$ cat config.mk
export PLATFORM = sky130hd
export DESIGN_NAME = chbi_host_bus
export DESIGN_NICKNAME = d
export VERILOG_FILES = /design/src/rtl/chbi_host_bus.v
export VERILOG_INCLUDE_DIRS = /design/src /design/src/rtl
export SDC_FILE = /design/constraint.sdc
export NUM_CORES = 1
export LEC_CHECK = 0
export BUFFER_PORTS_ARGS = -buffer_cell sky130_fd_sc_hd__buf_2
export CORE_ASPECT_RATIO = 0.8
export CORE_UTILIZATION = 25
export CTS_BUF_LIST = sky130_fd_sc_hd__clkbuf_4 sky130_fd_sc_hd__clkbuf_8
export DETAILED_ROUTE_END_ITERATION = 7
export GPL_TIMING_DRIVEN = 1
export PLACE_DENSITY = 0.55
export SLEW_MARGIN = 30
export SYNTH_ARGS = -nofsm -noshare
export SYNTH_HDL_FRONTEND = slang
export SYNTH_SLANG_ARGS = --single-unit
$ cat constraint.sdc
create_clock -name clk -period 2.1 [get_ports clk]
set_input_delay 0.525 -clock clk [delete_from_list [all_inputs] [get_ports clk]]
set_output_delay 0.525 -clock clk [all_outputs]
set_load 0.02 [all_outputs]
$ cat src/rtl/chbi_defines.vh
// Constants for the processor host bus interface block.
`ifndef CHBI_DEFINES_VH
`define CHBI_DEFINES_VH
`define CHBI_BURST_BEATS 4
`define CHBI_WAIT_CYCLES 1
`define CHBI_PORT_KBC 16'h0064
`define CHBI_PORT_SYSCTL 16'h0092
`define CHBI_KBC_RESET_CMD 8'hfe
`define CHBI_SYSCTL_INIT_BIT 0
`define CHBI_SYSCTL_A20_BIT 1
`define CHBI_INIT_PULSE_CYCLES 16
`define CHBI_RESET_CYCLES 32
`endif

$ cat src/rtl/chbi_host_bus.v
// Processor host bus interface: cycle completion, snoops, hold and sideband pins.
`timescale 1ns/1ps
`include "chbi_defines.vh"
// Operation
// [RULE_01] Names ending _n are asserted low; all others are asserted high.
// [RULE_02] Processor pulses addr_strobe_n low in the first clock of each cycle.
// [RULE_03] Byte enables arrive with addr_strobe_n and address, selecting bytes.
// [RULE_04] data_code_sel stays valid until after next_addr_n or last burst_ready_n.
// [RULE_05] mem_io_sel stays valid likewise; it separates memory and I/O cycles.
// [RULE_06] Device pulses burst_ready_n low to finish each transfer of the cycle.
// [RULE_07] Device asserts next_addr_n to allow a pipelined next cycle.
// [RULE_08] Device asserts cache_enable_n to mark a cycle cacheable.
// [RULE_09] Processor flags burstable operations on burstable_req_n; device samples it.
// [RULE_10] Address pins are inputs in processor cycles, driven in master cycles.
// [RULE_11] Device asserts ext_addr_strobe_n after driving a valid snoop address.
// [RULE_12] On hit_modified_n the master cycle waits for writeback, then restarts.
// [RULE_13] addr_hold with ext_addr_strobe_n write-protects a cacheable ROM region.
// [RULE_14] Device drives snoop_invalidate during snoops to invalidate the line.
// [RULE_15] Device raises bus_request_out and waits for bus_grant_ack before mastering; in alternate pin mode the code skips both and asserts backoff_n instead.
// [RULE_16] In alternate pin mode, backoff_n forces the processor off next clock.
// [RULE_17] In alternate mode, atomic_seq_n sequences are never broken.
// [RULE_18] cpu_init pulses on reset writes to port 64 or 92, or shutdown.
// [RULE_19] addr20_mask_n asks the processor to mask address bit 20.
// [RULE_20] fp_error_n is received; ignore_fp_err_n tells processor to ignore it.
// [RULE_21] maskable_irq signals an interrupt; cpu_reset_out resets the processor.
// [RULE_22] write_read_sel stays valid until after next_addr_n or last burst_ready_n.
// [RULE_23] sys_mgmt_irq_n asserted triggers system management mode entry.
// [RULE_24] Inputs sampled and outputs changed on rising edges of the processor clock.
// [RULE_25] During cpu_reset_out, ready, next address, snoop strobe and hold stay idle.
module chbi_host_bus #(
    parameter BURST_BEATS = `CHBI_BURST_BEATS,
    parameter WAIT_CYCLES = `CHBI_WAIT_CYCLES,
    parameter INIT_CYCLES = `CHBI_INIT_PULSE_CYCLES,
    parameter RESET_CYCLES = `CHBI_RESET_CYCLES
) (
    // Clock and reset.
    input wire clk,
    input wire srst,
    // Processor cycle inputs.
    input wire addr_strobe_n,
    input wire [7:0] byte_enable_n,
    input wire data_code_sel,
    input wire mem_io_sel,
    input wire write_read_sel,
    input wire burstable_req_n,
    input wire [15:0] cpuDataLow,
    // Address pins split into input, output and enable.
    input wire [31:3] cpuAddrIn,
    output reg [31:3] cpuAddrOut,
    output reg cpuAddrOe,
    // Cycle completion outputs.
    output reg burst_ready_n,
    output reg next_addr_n,
    output reg cache_enable_n,
    // Snoop and hold.
    input wire hit_modified_n,
    input wire bus_grant_ack,
    input wire atomic_seq_n,
    output reg ext_addr_strobe_n,
    output reg snoop_invalidate,
    output reg addr_hold,
    output reg bus_request_out,
    output reg backoff_n,
    // Bus master request from the system side.
    input wire altPinMode,
    input wire masterReq,
    input wire [31:3] masterAddr,
    input wire masterWrite,
    input wire romProtect,
    output reg masterDone,
    // Processor sideband.
    input wire fp_error_n,
    input wire ignoreFpErr,
    input wire irqPending,
    input wire smiRequest,
    input wire cacheableRegion,
    output reg cpu_init,
    output reg addr20_mask_n,
    output reg ignore_fp_err_n,
    output reg maskable_irq,
    output reg sys_mgmt_irq_n,
    output reg cpu_reset_out
);

    // Cycle engine states.
    localparam S_IDLE = 3'h0;
    localparam S_WAIT = 3'h1;
    localparam S_BEAT = 3'h2;
    localparam S_REQ = 3'h3;
    localparam S_SNOOP = 3'h4;
    localparam S_CHECK = 3'h5;
    localparam S_RETRY = 3'h6;

    reg [2:0] state;
    reg [2:0] beatCount;
    reg [3:0] waitCount;
    reg cycWrite;
    reg cycIo;
    reg cycBurst;
    reg cycShutdown;
    reg [15:0] cycPort;
    reg [7:0] initCount;
    reg [7:0] resetCount;
    reg pending;

    // Decides whether a cycle is a shutdown special cycle.
    function isShutdown;
        input mio;
        input dc;
        input wr;
        input [7:0] ben;
        begin
            isShutdown = !mio && !dc && wr && (ben == 8'hfe);
        end
    endfunction

    // Returns the lowest enabled byte lane, which stands in for address bits 2 to 0.
    function [2:0] lowLane;
        input [7:0] ben;
        begin
            if (!ben[0]) begin
                lowLane = 3'h0;
            end else if (!ben[1]) begin
                lowLane = 3'h1;
            end else if (!ben[2]) begin
                lowLane = 3'h2;
            end else if (!ben[3]) begin
                lowLane = 3'h3;
            end else if (!ben[4]) begin
                lowLane = 3'h4;
            end else if (!ben[5]) begin
                lowLane = 3'h5;
            end else if (!ben[6]) begin
                lowLane = 3'h6;
            end else begin
                lowLane = 3'h7;
            end
        end
    endfunction

    ////////////////////////////////////////////////////////////////////////
    // Processor reset generator, held for a fixed count after srst.
    always @(posedge clk) begin
        if (srst) begin
            resetCount <= 8'h00;
            cpu_reset_out <= 1'b1;
        end else if (resetCount != RESET_CYCLES[7:0]) begin
            resetCount <= resetCount + 8'h01;
            cpu_reset_out <= 1'b1; // [RULE_21]
        end else begin
            cpu_reset_out <= 1'b0;
        end
    end

    ////////////////////////////////////////////////////////////////////////
    // Cycle engine: processor cycles, pipelining and snooping master cycles.
    always @(posedge clk) begin
        if (srst || cpu_reset_out) begin
            state <= S_IDLE; // [RULE_25]
            burst_ready_n <= 1'b1;
            next_addr_n <= 1'b1;
            cache_enable_n <= 1'b1;
            ext_addr_strobe_n <= 1'b1;
            snoop_invalidate <= 1'b0;
            addr_hold <= 1'b0;
            bus_request_out <= 1'b0;
            backoff_n <= 1'b1;
            cpuAddrOut <= 29'h0;
            cpuAddrOe <= 1'b0;
            masterDone <= 1'b0;
            beatCount <= 3'h0;
            waitCount <= 4'h0;
            cycWrite <= 1'b0;
            cycIo <= 1'b0;
            cycBurst <= 1'b0;
            cycShutdown <= 1'b0;
            cycPort <= 16'h0;
            pending <= 1'b0;
        end else begin
            burst_ready_n <= 1'b1;
            next_addr_n <= 1'b1;
            ext_addr_strobe_n <= 1'b1;
            masterDone <= 1'b0;
            // A new strobe during a pipelined cycle is remembered.
            if (!addr_strobe_n && state != S_IDLE) begin
                pending <= 1'b1; // [RULE_07]
            end
            case (state)
                S_IDLE: begin
                    if (!addr_strobe_n || pending) begin // [RULE_02] [RULE_24]
                        pending <= 1'b0;
                        cycWrite <= write_read_sel; // [RULE_22]
                        cycIo <= !mem_io_sel; // [RULE_05]
                        cycBurst <= !burstable_req_n && mem_io_sel; // [RULE_09]
                        cycShutdown <= isShutdown(mem_io_sel, data_code_sel,
                            write_read_sel, byte_enable_n); // [RULE_03] [RULE_04]
                        cycPort <= {cpuAddrIn[15:3], lowLane(byte_enable_n)}; // [RULE_03]
                        cache_enable_n <= !(cacheableRegion && mem_io_sel
                            && !write_read_sel); // [RULE_08]
                        waitCount <= WAIT_CYCLES[3:0];
                        beatCount <= 3'h0;
                        state <= S_WAIT;
                    end else if (masterReq && atomic_seq_n) begin // [RULE_17]
                        bus_request_out <= !altPinMode; // [RULE_15]
                        backoff_n <= !altPinMode; // [RULE_16]
                        state <= S_REQ;
                    end
                end
                S_WAIT: begin
                    if (waitCount != 4'h0) begin
                        waitCount <= waitCount - 4'h1;
                    end else begin
                        state <= S_BEAT;
                        burst_ready_n <= 1'b0; // [RULE_06]
                        next_addr_n <= cycBurst; // [RULE_07]
                    end
                end
                S_BEAT: begin
                    if (cycBurst && beatCount != BURST_BEATS[2:0] - 3'h1) begin
                        beatCount <= beatCount + 3'h1;
                        burst_ready_n <= 1'b0; // [RULE_06]
                    end else begin
                        cache_enable_n <= 1'b1;
                        state <= S_IDLE;
                    end
                end
                S_REQ: begin
                    if (altPinMode || bus_grant_ack) begin // [RULE_15]
                        addr_hold <= romProtect; // [RULE_13]
                        cpuAddrOut <= masterAddr;
                        cpuAddrOe <= 1'b1; // [RULE_10]
                        state <= S_SNOOP;
                    end
                end
                S_SNOOP: begin
                    ext_addr_strobe_n <= 1'b0; // [RULE_11]
                    snoop_invalidate <= masterWrite; // [RULE_14]
                    waitCount <= 4'h2;
                    state <= S_CHECK;
                end
                S_CHECK: begin
                    if (!hit_modified_n) begin
                        cpuAddrOe <= 1'b0; // [RULE_12]
                        bus_request_out <= 1'b0;
                        backoff_n <= 1'b1;
                        state <= S_RETRY;
                    end else if (waitCount != 4'h0) begin
                        waitCount <= waitCount - 4'h1;
                    end else begin
                        masterDone <= 1'b1;
                        cpuAddrOe <= 1'b0;
                        addr_hold <= 1'b0;
                        snoop_invalidate <= 1'b0;
                        bus_request_out <= 1'b0;
                        backoff_n <= 1'b1;
                        state <= S_IDLE;
                    end
                end
                S_RETRY: begin
                    if (hit_modified_n && !bus_grant_ack) begin
                        addr_hold <= 1'b0; // [RULE_12]
                        snoop_invalidate <= 1'b0;
                        state <= S_IDLE;
                    end
                end
                default: begin
                    state <= S_IDLE;
                end
            endcase
        end
    end

    ////////////////////////////////////////////////////////////////////////
    // Sideband controls: init pulse, address bit 20 gate, interrupts.
    always @(posedge clk) begin
        if (srst) begin
            initCount <= 8'h00;
            cpu_init <= 1'b0;
            addr20_mask_n <= 1'b0;
            ignore_fp_err_n <= 1'b1;
            maskable_irq <= 1'b0;
            sys_mgmt_irq_n <= 1'b1;
        end else begin
            maskable_irq <= irqPending; // [RULE_21]
            sys_mgmt_irq_n <= !smiRequest; // [RULE_23]
            ignore_fp_err_n <= !(ignoreFpErr && !fp_error_n); // [RULE_20] [RULE_01]
            // I/O writes finishing on the last beat are decoded here.
            if (state == S_BEAT && cycIo && cycWrite
                && cycPort == `CHBI_PORT_SYSCTL) begin
                addr20_mask_n <= cpuDataLow[`CHBI_SYSCTL_A20_BIT]; // [RULE_19]
            end
            if (state == S_BEAT && ((cycIo && cycWrite && ((cycPort == `CHBI_PORT_KBC
                && cpuDataLow[7:0] == `CHBI_KBC_RESET_CMD) || (cycPort == `CHBI_PORT_SYSCTL
                && cpuDataLow[`CHBI_SYSCTL_INIT_BIT]))) || cycShutdown)) begin
                initCount <= INIT_CYCLES[7:0]; // [RULE_18]
                cpu_init <= 1'b1;
            end else if (initCount != 8'h00) begin
                initCount <= initCount - 8'h01;
            end else begin
                cpu_init <= 1'b0;
            end
        end
    end

endmodule

-- Yosys cells after proc, flatten, opt, wreduce, memory -nomap -nowiden
Cells that the tools add are included.
- flip-flop bits (word level): 92
- output and inout bits: 45
- word-level logic and storage cells: 174
- add/subtract/negate cells: 4
- equal/unequal tests: 25
- muxes and demuxes: 54
- bitwise logic cells: 3
- reductions and logical operators: 59
- operators by type and width (kind ; number):
    2-to-1 mux 3 bit ; 14
    2-to-1 mux 1 bit ; 23
    != test 2 bit, second input constant ; 11
    one-hot mux 3 bit (7 select lines) ; 1
    logical AND 1 bit ; 19
    == test 16 x 7 -> 1 bit, second input constant ; 1
    == test 16 x 8 -> 1 bit, second input constant ; 1
    == test 8 bit, second input constant ; 2
    one-hot mux 4 bit (4 select lines) ; 1
    2-to-1 mux 4 bit ; 3
    AND reduction 3 bit ; 4
    logical NOT 1 bit ; 11
    2-to-1 mux 5 bit ; 2
    one-hot mux 1 bit (2 select lines) ; 5
    == test 3 bit, second input constant ; 3
    nonzero test 3 bit ; 3
    adder 8 x 1 -> 8 bit, second input constant ; 1
    != test 8 x 6 -> 1 bit, second input constant ; 1
    AND reduction 4 bit ; 2
    nonzero test 2 bit ; 4
    nonzero test 4 bit ; 2
    nonzero test 8 bit ; 1
    subtractor 8 x 1 -> 8 bit, second input constant ; 1
    == test 3 x 2 -> 1 bit, second input constant ; 2
    16 further kinds ; 27

-- Depth between registers and ports, before layout
- depth in word-level cells: 7
- mapped depth: 7
- mapped depth without buffers: 7

-- Worst setup path after synthesis
No wires, ideal clock.
- path kind: reg2reg
- start: register waitCount[0]
- end: register bus_request_out
- setup time: 0.129 ns
- data arrival time: 1.683 ns
- slack: 0.288 ns
- stages on the path, launching flop included: 8
- buffers on the path: 0
- path through: dfxtp_1 -> inv_1 -> ha_1 -> or3b_4 -> and3_1 -> or4_4 -> nand3_1 -> o41ai_2
- cells in the longest elaborated chain, start to end: 3
- ends and longest elaborated chain (item ; RTL line ; text):
    start, declared ; chbi_host_bus.v:96 ; reg [3:0] waitCount;
    start signal, assigned ; chbi_host_bus.v:200 ; waitCount <= WAIT_CYCLES[3:0];
    start signal, assigned ; chbi_host_bus.v:211 ; waitCount <= waitCount - 4'h1;
    start signal, assigned ; chbi_host_bus.v:248 ; waitCount <= waitCount - 4'h1;
    nonzero test 4 bit ; chbi_host_bus.v:247 ; end else if (waitCount != 4'h0) begin
    != test 3 bit (no line) ; - ;
    AND reduction 4 bit (no line) ; - ;
    end signal, assigned ; chbi_host_bus.v:204 ; bus_request_out <= !altPinMode;
    end, declared ; chbi_host_bus.v:62 ; output reg bus_request_out,
Every way passes these cells.
A chain may end at the register's enable or synchronous reset.

-- Worst setup path after layout
- start: register waitCount[1]
- end: register waitCount[1]
- cells in the longest elaborated chain, start to end: 4
- elaborated cells on any way between the ends: 5
- classes of those cells: add/sub (1); mux (3); reduce/logical (1)
- ends and longest elaborated chain (item ; RTL line ; text):
    subtractor 4 x 1 -> 4 bit or nonzero test 4 bit (tied branches) ; - ;
    2-to-1 mux 4 bit * ; chbi_host_bus.v:210, chbi_host_bus.v:247 ;
    2-to-1 mux 4 bit ; chbi_host_bus.v:242 ; if (!hit_modified_n) begin
    one-hot mux 4 bit (4 select lines) * ; chbi_host_bus.v:188 ; case (state)
Mark *: on every way between the ends. The rest lies on a longest branch, timed or not. The select of a mux whose other input is x is not followed.

==> results.ini <==
[power]
p_leak_nw = 1.964
seqPwrFrac = 0.543
p_comb_frac = 0.144
switching_share = 0.2837
ir_drop_mv = 0.2728
p_int_mw = 2.464
clock_power_share = 0.313
power_density_mw_per_mm2 = 698.8
switching_power_mw = 0.9758

[yosys]
synth_cells = 467
yosysSeqAreaShare = 0.4799
synth_nets = 574
synth_top_cell_area_share = 0.4799
synthTopCellsByArea = dfxtp_1, nand2_1, a21oi_1
ys_ff_latch = 92
syn_avg_cell_area_um2 = 8.217
synth_warnings = 0
yosysUniqueCellTypes = 51
netlist_top_cells_count = nand2_1, dfxtp_1, a21oi_1
synth_edf_count = 0
synthesis.area_mm2 = 0.003837
async_flop_share = 0
synth-main-ff-cell = dfxtp_1
yosysMostFrequentCell = nand2_1
synth_top_cell_by_area = dfxtp_1

[critical_path]
cp_slowest_stage_delay_ns = 0.40
cp_slowest_cell = a221o_1
crit_path_end_kind = register
cp_cell_sequence = inv_1 > ha_1 > or3b_4 > o21ai_0 > a221o_1 > a2111o_1 > a21oi_1
worstPathArrival_ns = 2.30
cp_max_fo = 5
crit_required_ns = 2.41
start_kind = register
path_class = reg -> reg

[sta]
slew_headroom = 0.5435
setup_tns_ns = 0
report.final.slew_viol_count = 0
hold_viol_final = 0
whs_ns = 0.3135
fmax_ghz = 0.5020
final.period_utilization = 0.9485
finClkSkew_ns = 0.009562
worst_slew_pin_slew_ns = 0.6818
setup_viol = 0
worst_slack_ns = 0.1081
fin_crit_ns = 1.992
rsz0062_at_grt = false

[layout]
area_growth_pct = 28.27
drive_above_1_share = 0.2819
final_nets = 705
fin_util = 0.3278
fillers = 1622
diodes = 0

[routing]
drt-met1-wl_um = 4683
drt-pass1-iter-count = 4
drc = 0
vias = 3685
wl_per_cell_um = 13.05
drtIter0Drc = 138
routed.top_layer = met4
drt.antenna.violating_nets = 0
vias_per_cell = 4.653
wl_met2_um = 4920
wl_met3_um = 638
drt_wl_total_um = 10340

[clocking]
clkLatencyLatePin_ns = 0.37
cts_tree = done
cts_root_buf = clkbuf_8
cts_sinks = 92
htree_levels = 3
path_clk_slew_ns = 0.10
clockBufferDepth = 2
hold_buffers = 0
cts_inserted_buffers = 9

[floorplanning]
dieArea_mm2 = 0.01585
core_mm2 = 0.01501
dieHeight_um = 112.8
start_util = 0.2556
die_w_um = 140.5
ioPinCount = 146
row_count = 40

[placement]
hpwl_um = 7876
dp_slack_ns = 0.1106
io_buffers = 121
gp_congestion = 0.8324

[run]
maxCapViolCount = 0

[grt]
grt_max_degree = 29
grt_pass1_vias = 3545
antenna_found_initial = 0
grt-ovfl-total = 0
grt_pass1_wl_um = 16910
grt_usage = 0.1350

[status]
status = complete, no violations

[worst_hold_path]
holdCritPathClass = in -> reg

-- cells in the final DEF (no fill, tap or decap), types with 3 or more instances in the layout --
| cell type | count |
|---|---|
| nor4_1 | 7 |
| buf_2 | 121 |
| nand3_1 | 12 |
| and2_1 | 3 |
| clkinv_2 | 4 |
| xnor2_1 | 5 |
| xor2_1 | 5 |
| nand4_1 | 4 |
| a21oi_1 | 63 |
| nand2b_1 | 7 |
| clkbuf_8 | 9 |
| nor3_1 | 15 |
| nand3b_1 | 4 |
| mux2i_1 | 6 |
| dfxtp_1 | 91 |
| nand2_1 | 105 |
| ha_1 | 6 |
| nor2b_1 | 8 |
| nor2_1 | 35 |
| nor3b_1 | 3 |
| inv_1 | 11 |
| buf_4 | 22 |
| a211oi_1 | 5 |
| and3_1 | 5 |
| o21ai_0 | 7 |
-- worst paths after layout --
path / endpoint / slack (ns) / cells after the start / startpoint
min reg2reg: cycWrite$_SDFFE_PP0P_ / 0.45 / 2 / cycWrite$_SDFFE_PP0P_
max reg2reg: waitCount[1]$_SDFFE_PP0P_ / 0.11 / 7 / waitCount[1]$_SDFFE_PP0P_
min: ignore_fp_err_n$_SDFF_PP1_ / 0.31 / 2 / ignoreFpErr
max: waitCount[1]$_SDFFE_PP0P_ / 0.11 / 7 / waitCount[1]$_SDFFE_PP0P_
-- worst max-delay path, delay by kind of cell (launching register included) --
family | cells | cell delay (ns)
flops | 1 | 0.37
buf+inv | 1 | 0.05
fa+ha+maj | 1 | 0.22
simple gates | 1 | 0.28
compound gates | 4 | 1.01
-- power groups by stage --
stage	Combinational (mW)	Clock, mW	Sequential (mW)
5_1_grt	0.564	1.21	1.88
3_3_place_gp	0.480	0	1.91
3_5_place_dp	0.493	0	1.91
6_report	0.494	1.08	1.87
2_1_floorplan	0.332	0	1.90
4_1_cts	0.497	1.14	1.87
-- state kept, by name (all words and copies together) (netlist names), 3 cells and up --
| register | flops |
|---|---|
| initCount | 8 |
| beatCount | 3 |
| resetCount | 8 |
| state | 3 |
| cycPort | 16 |
| waitCount | 4 |
| cpuAddrOut | 29 |
-- cell families after synthesis --
family | synth area share
flip-flops | 0.4799
AO/OA/AOI/OAI | 0.1487
XOR/XNOR | 0.02282
adder cells (fa/ha/maj) | 0.01956
multiplexers | 0.01565
buffers and inverters | 0.03456
AND/OR/NAND/NOR | 0.2788
-- final cells by class --
class,count,area (um^2),area share
Multi-Input combinational cell,341,1863,0.3785
Sequential cell,92,1843,0.3744
Timing Repair Buffer,143,770.7,0.1566
Tap cell,189,236.5,0.04804
Clock buffer,9,123.9,0.02517
Clock inverter,7,43.79,0.008897
Inverter,11,41.29,0.008388
-- per-stage QoR --
| stage | cell area, um^2 | cells | total power [mW] |
|---|---|---|---|
| 2_1_floorplan | 3837 | 467 | 2.231 |
| 3_3_place_gp | 4746 | 775 | 2.387 |
| 3_5_place_dp | 4746 | 775 | 2.401 |
| 4_1_cts | 4913 | 791 | 3.506 |
| 5_1_grt | 4922 | 792 | 3.657 |
| 6_report | 4922 | 792 | 3.439 |
-- metal layers --
layer | vias up | global-route usage
met5 | - | 0
met4 | 0 | 0.03333
met3 | 6 | 0.04528
met2 | 94 | 0.2273
met1 | 1719 | 0.1662
li1 | 1866 | -
-- repair_timing --
item,in CTS,in global routing
resized for setup,0,1
setup endpoints to repair,0,2
buffers inserted,0,1
No activity file was read; power rests on OpenSTA's default activity.
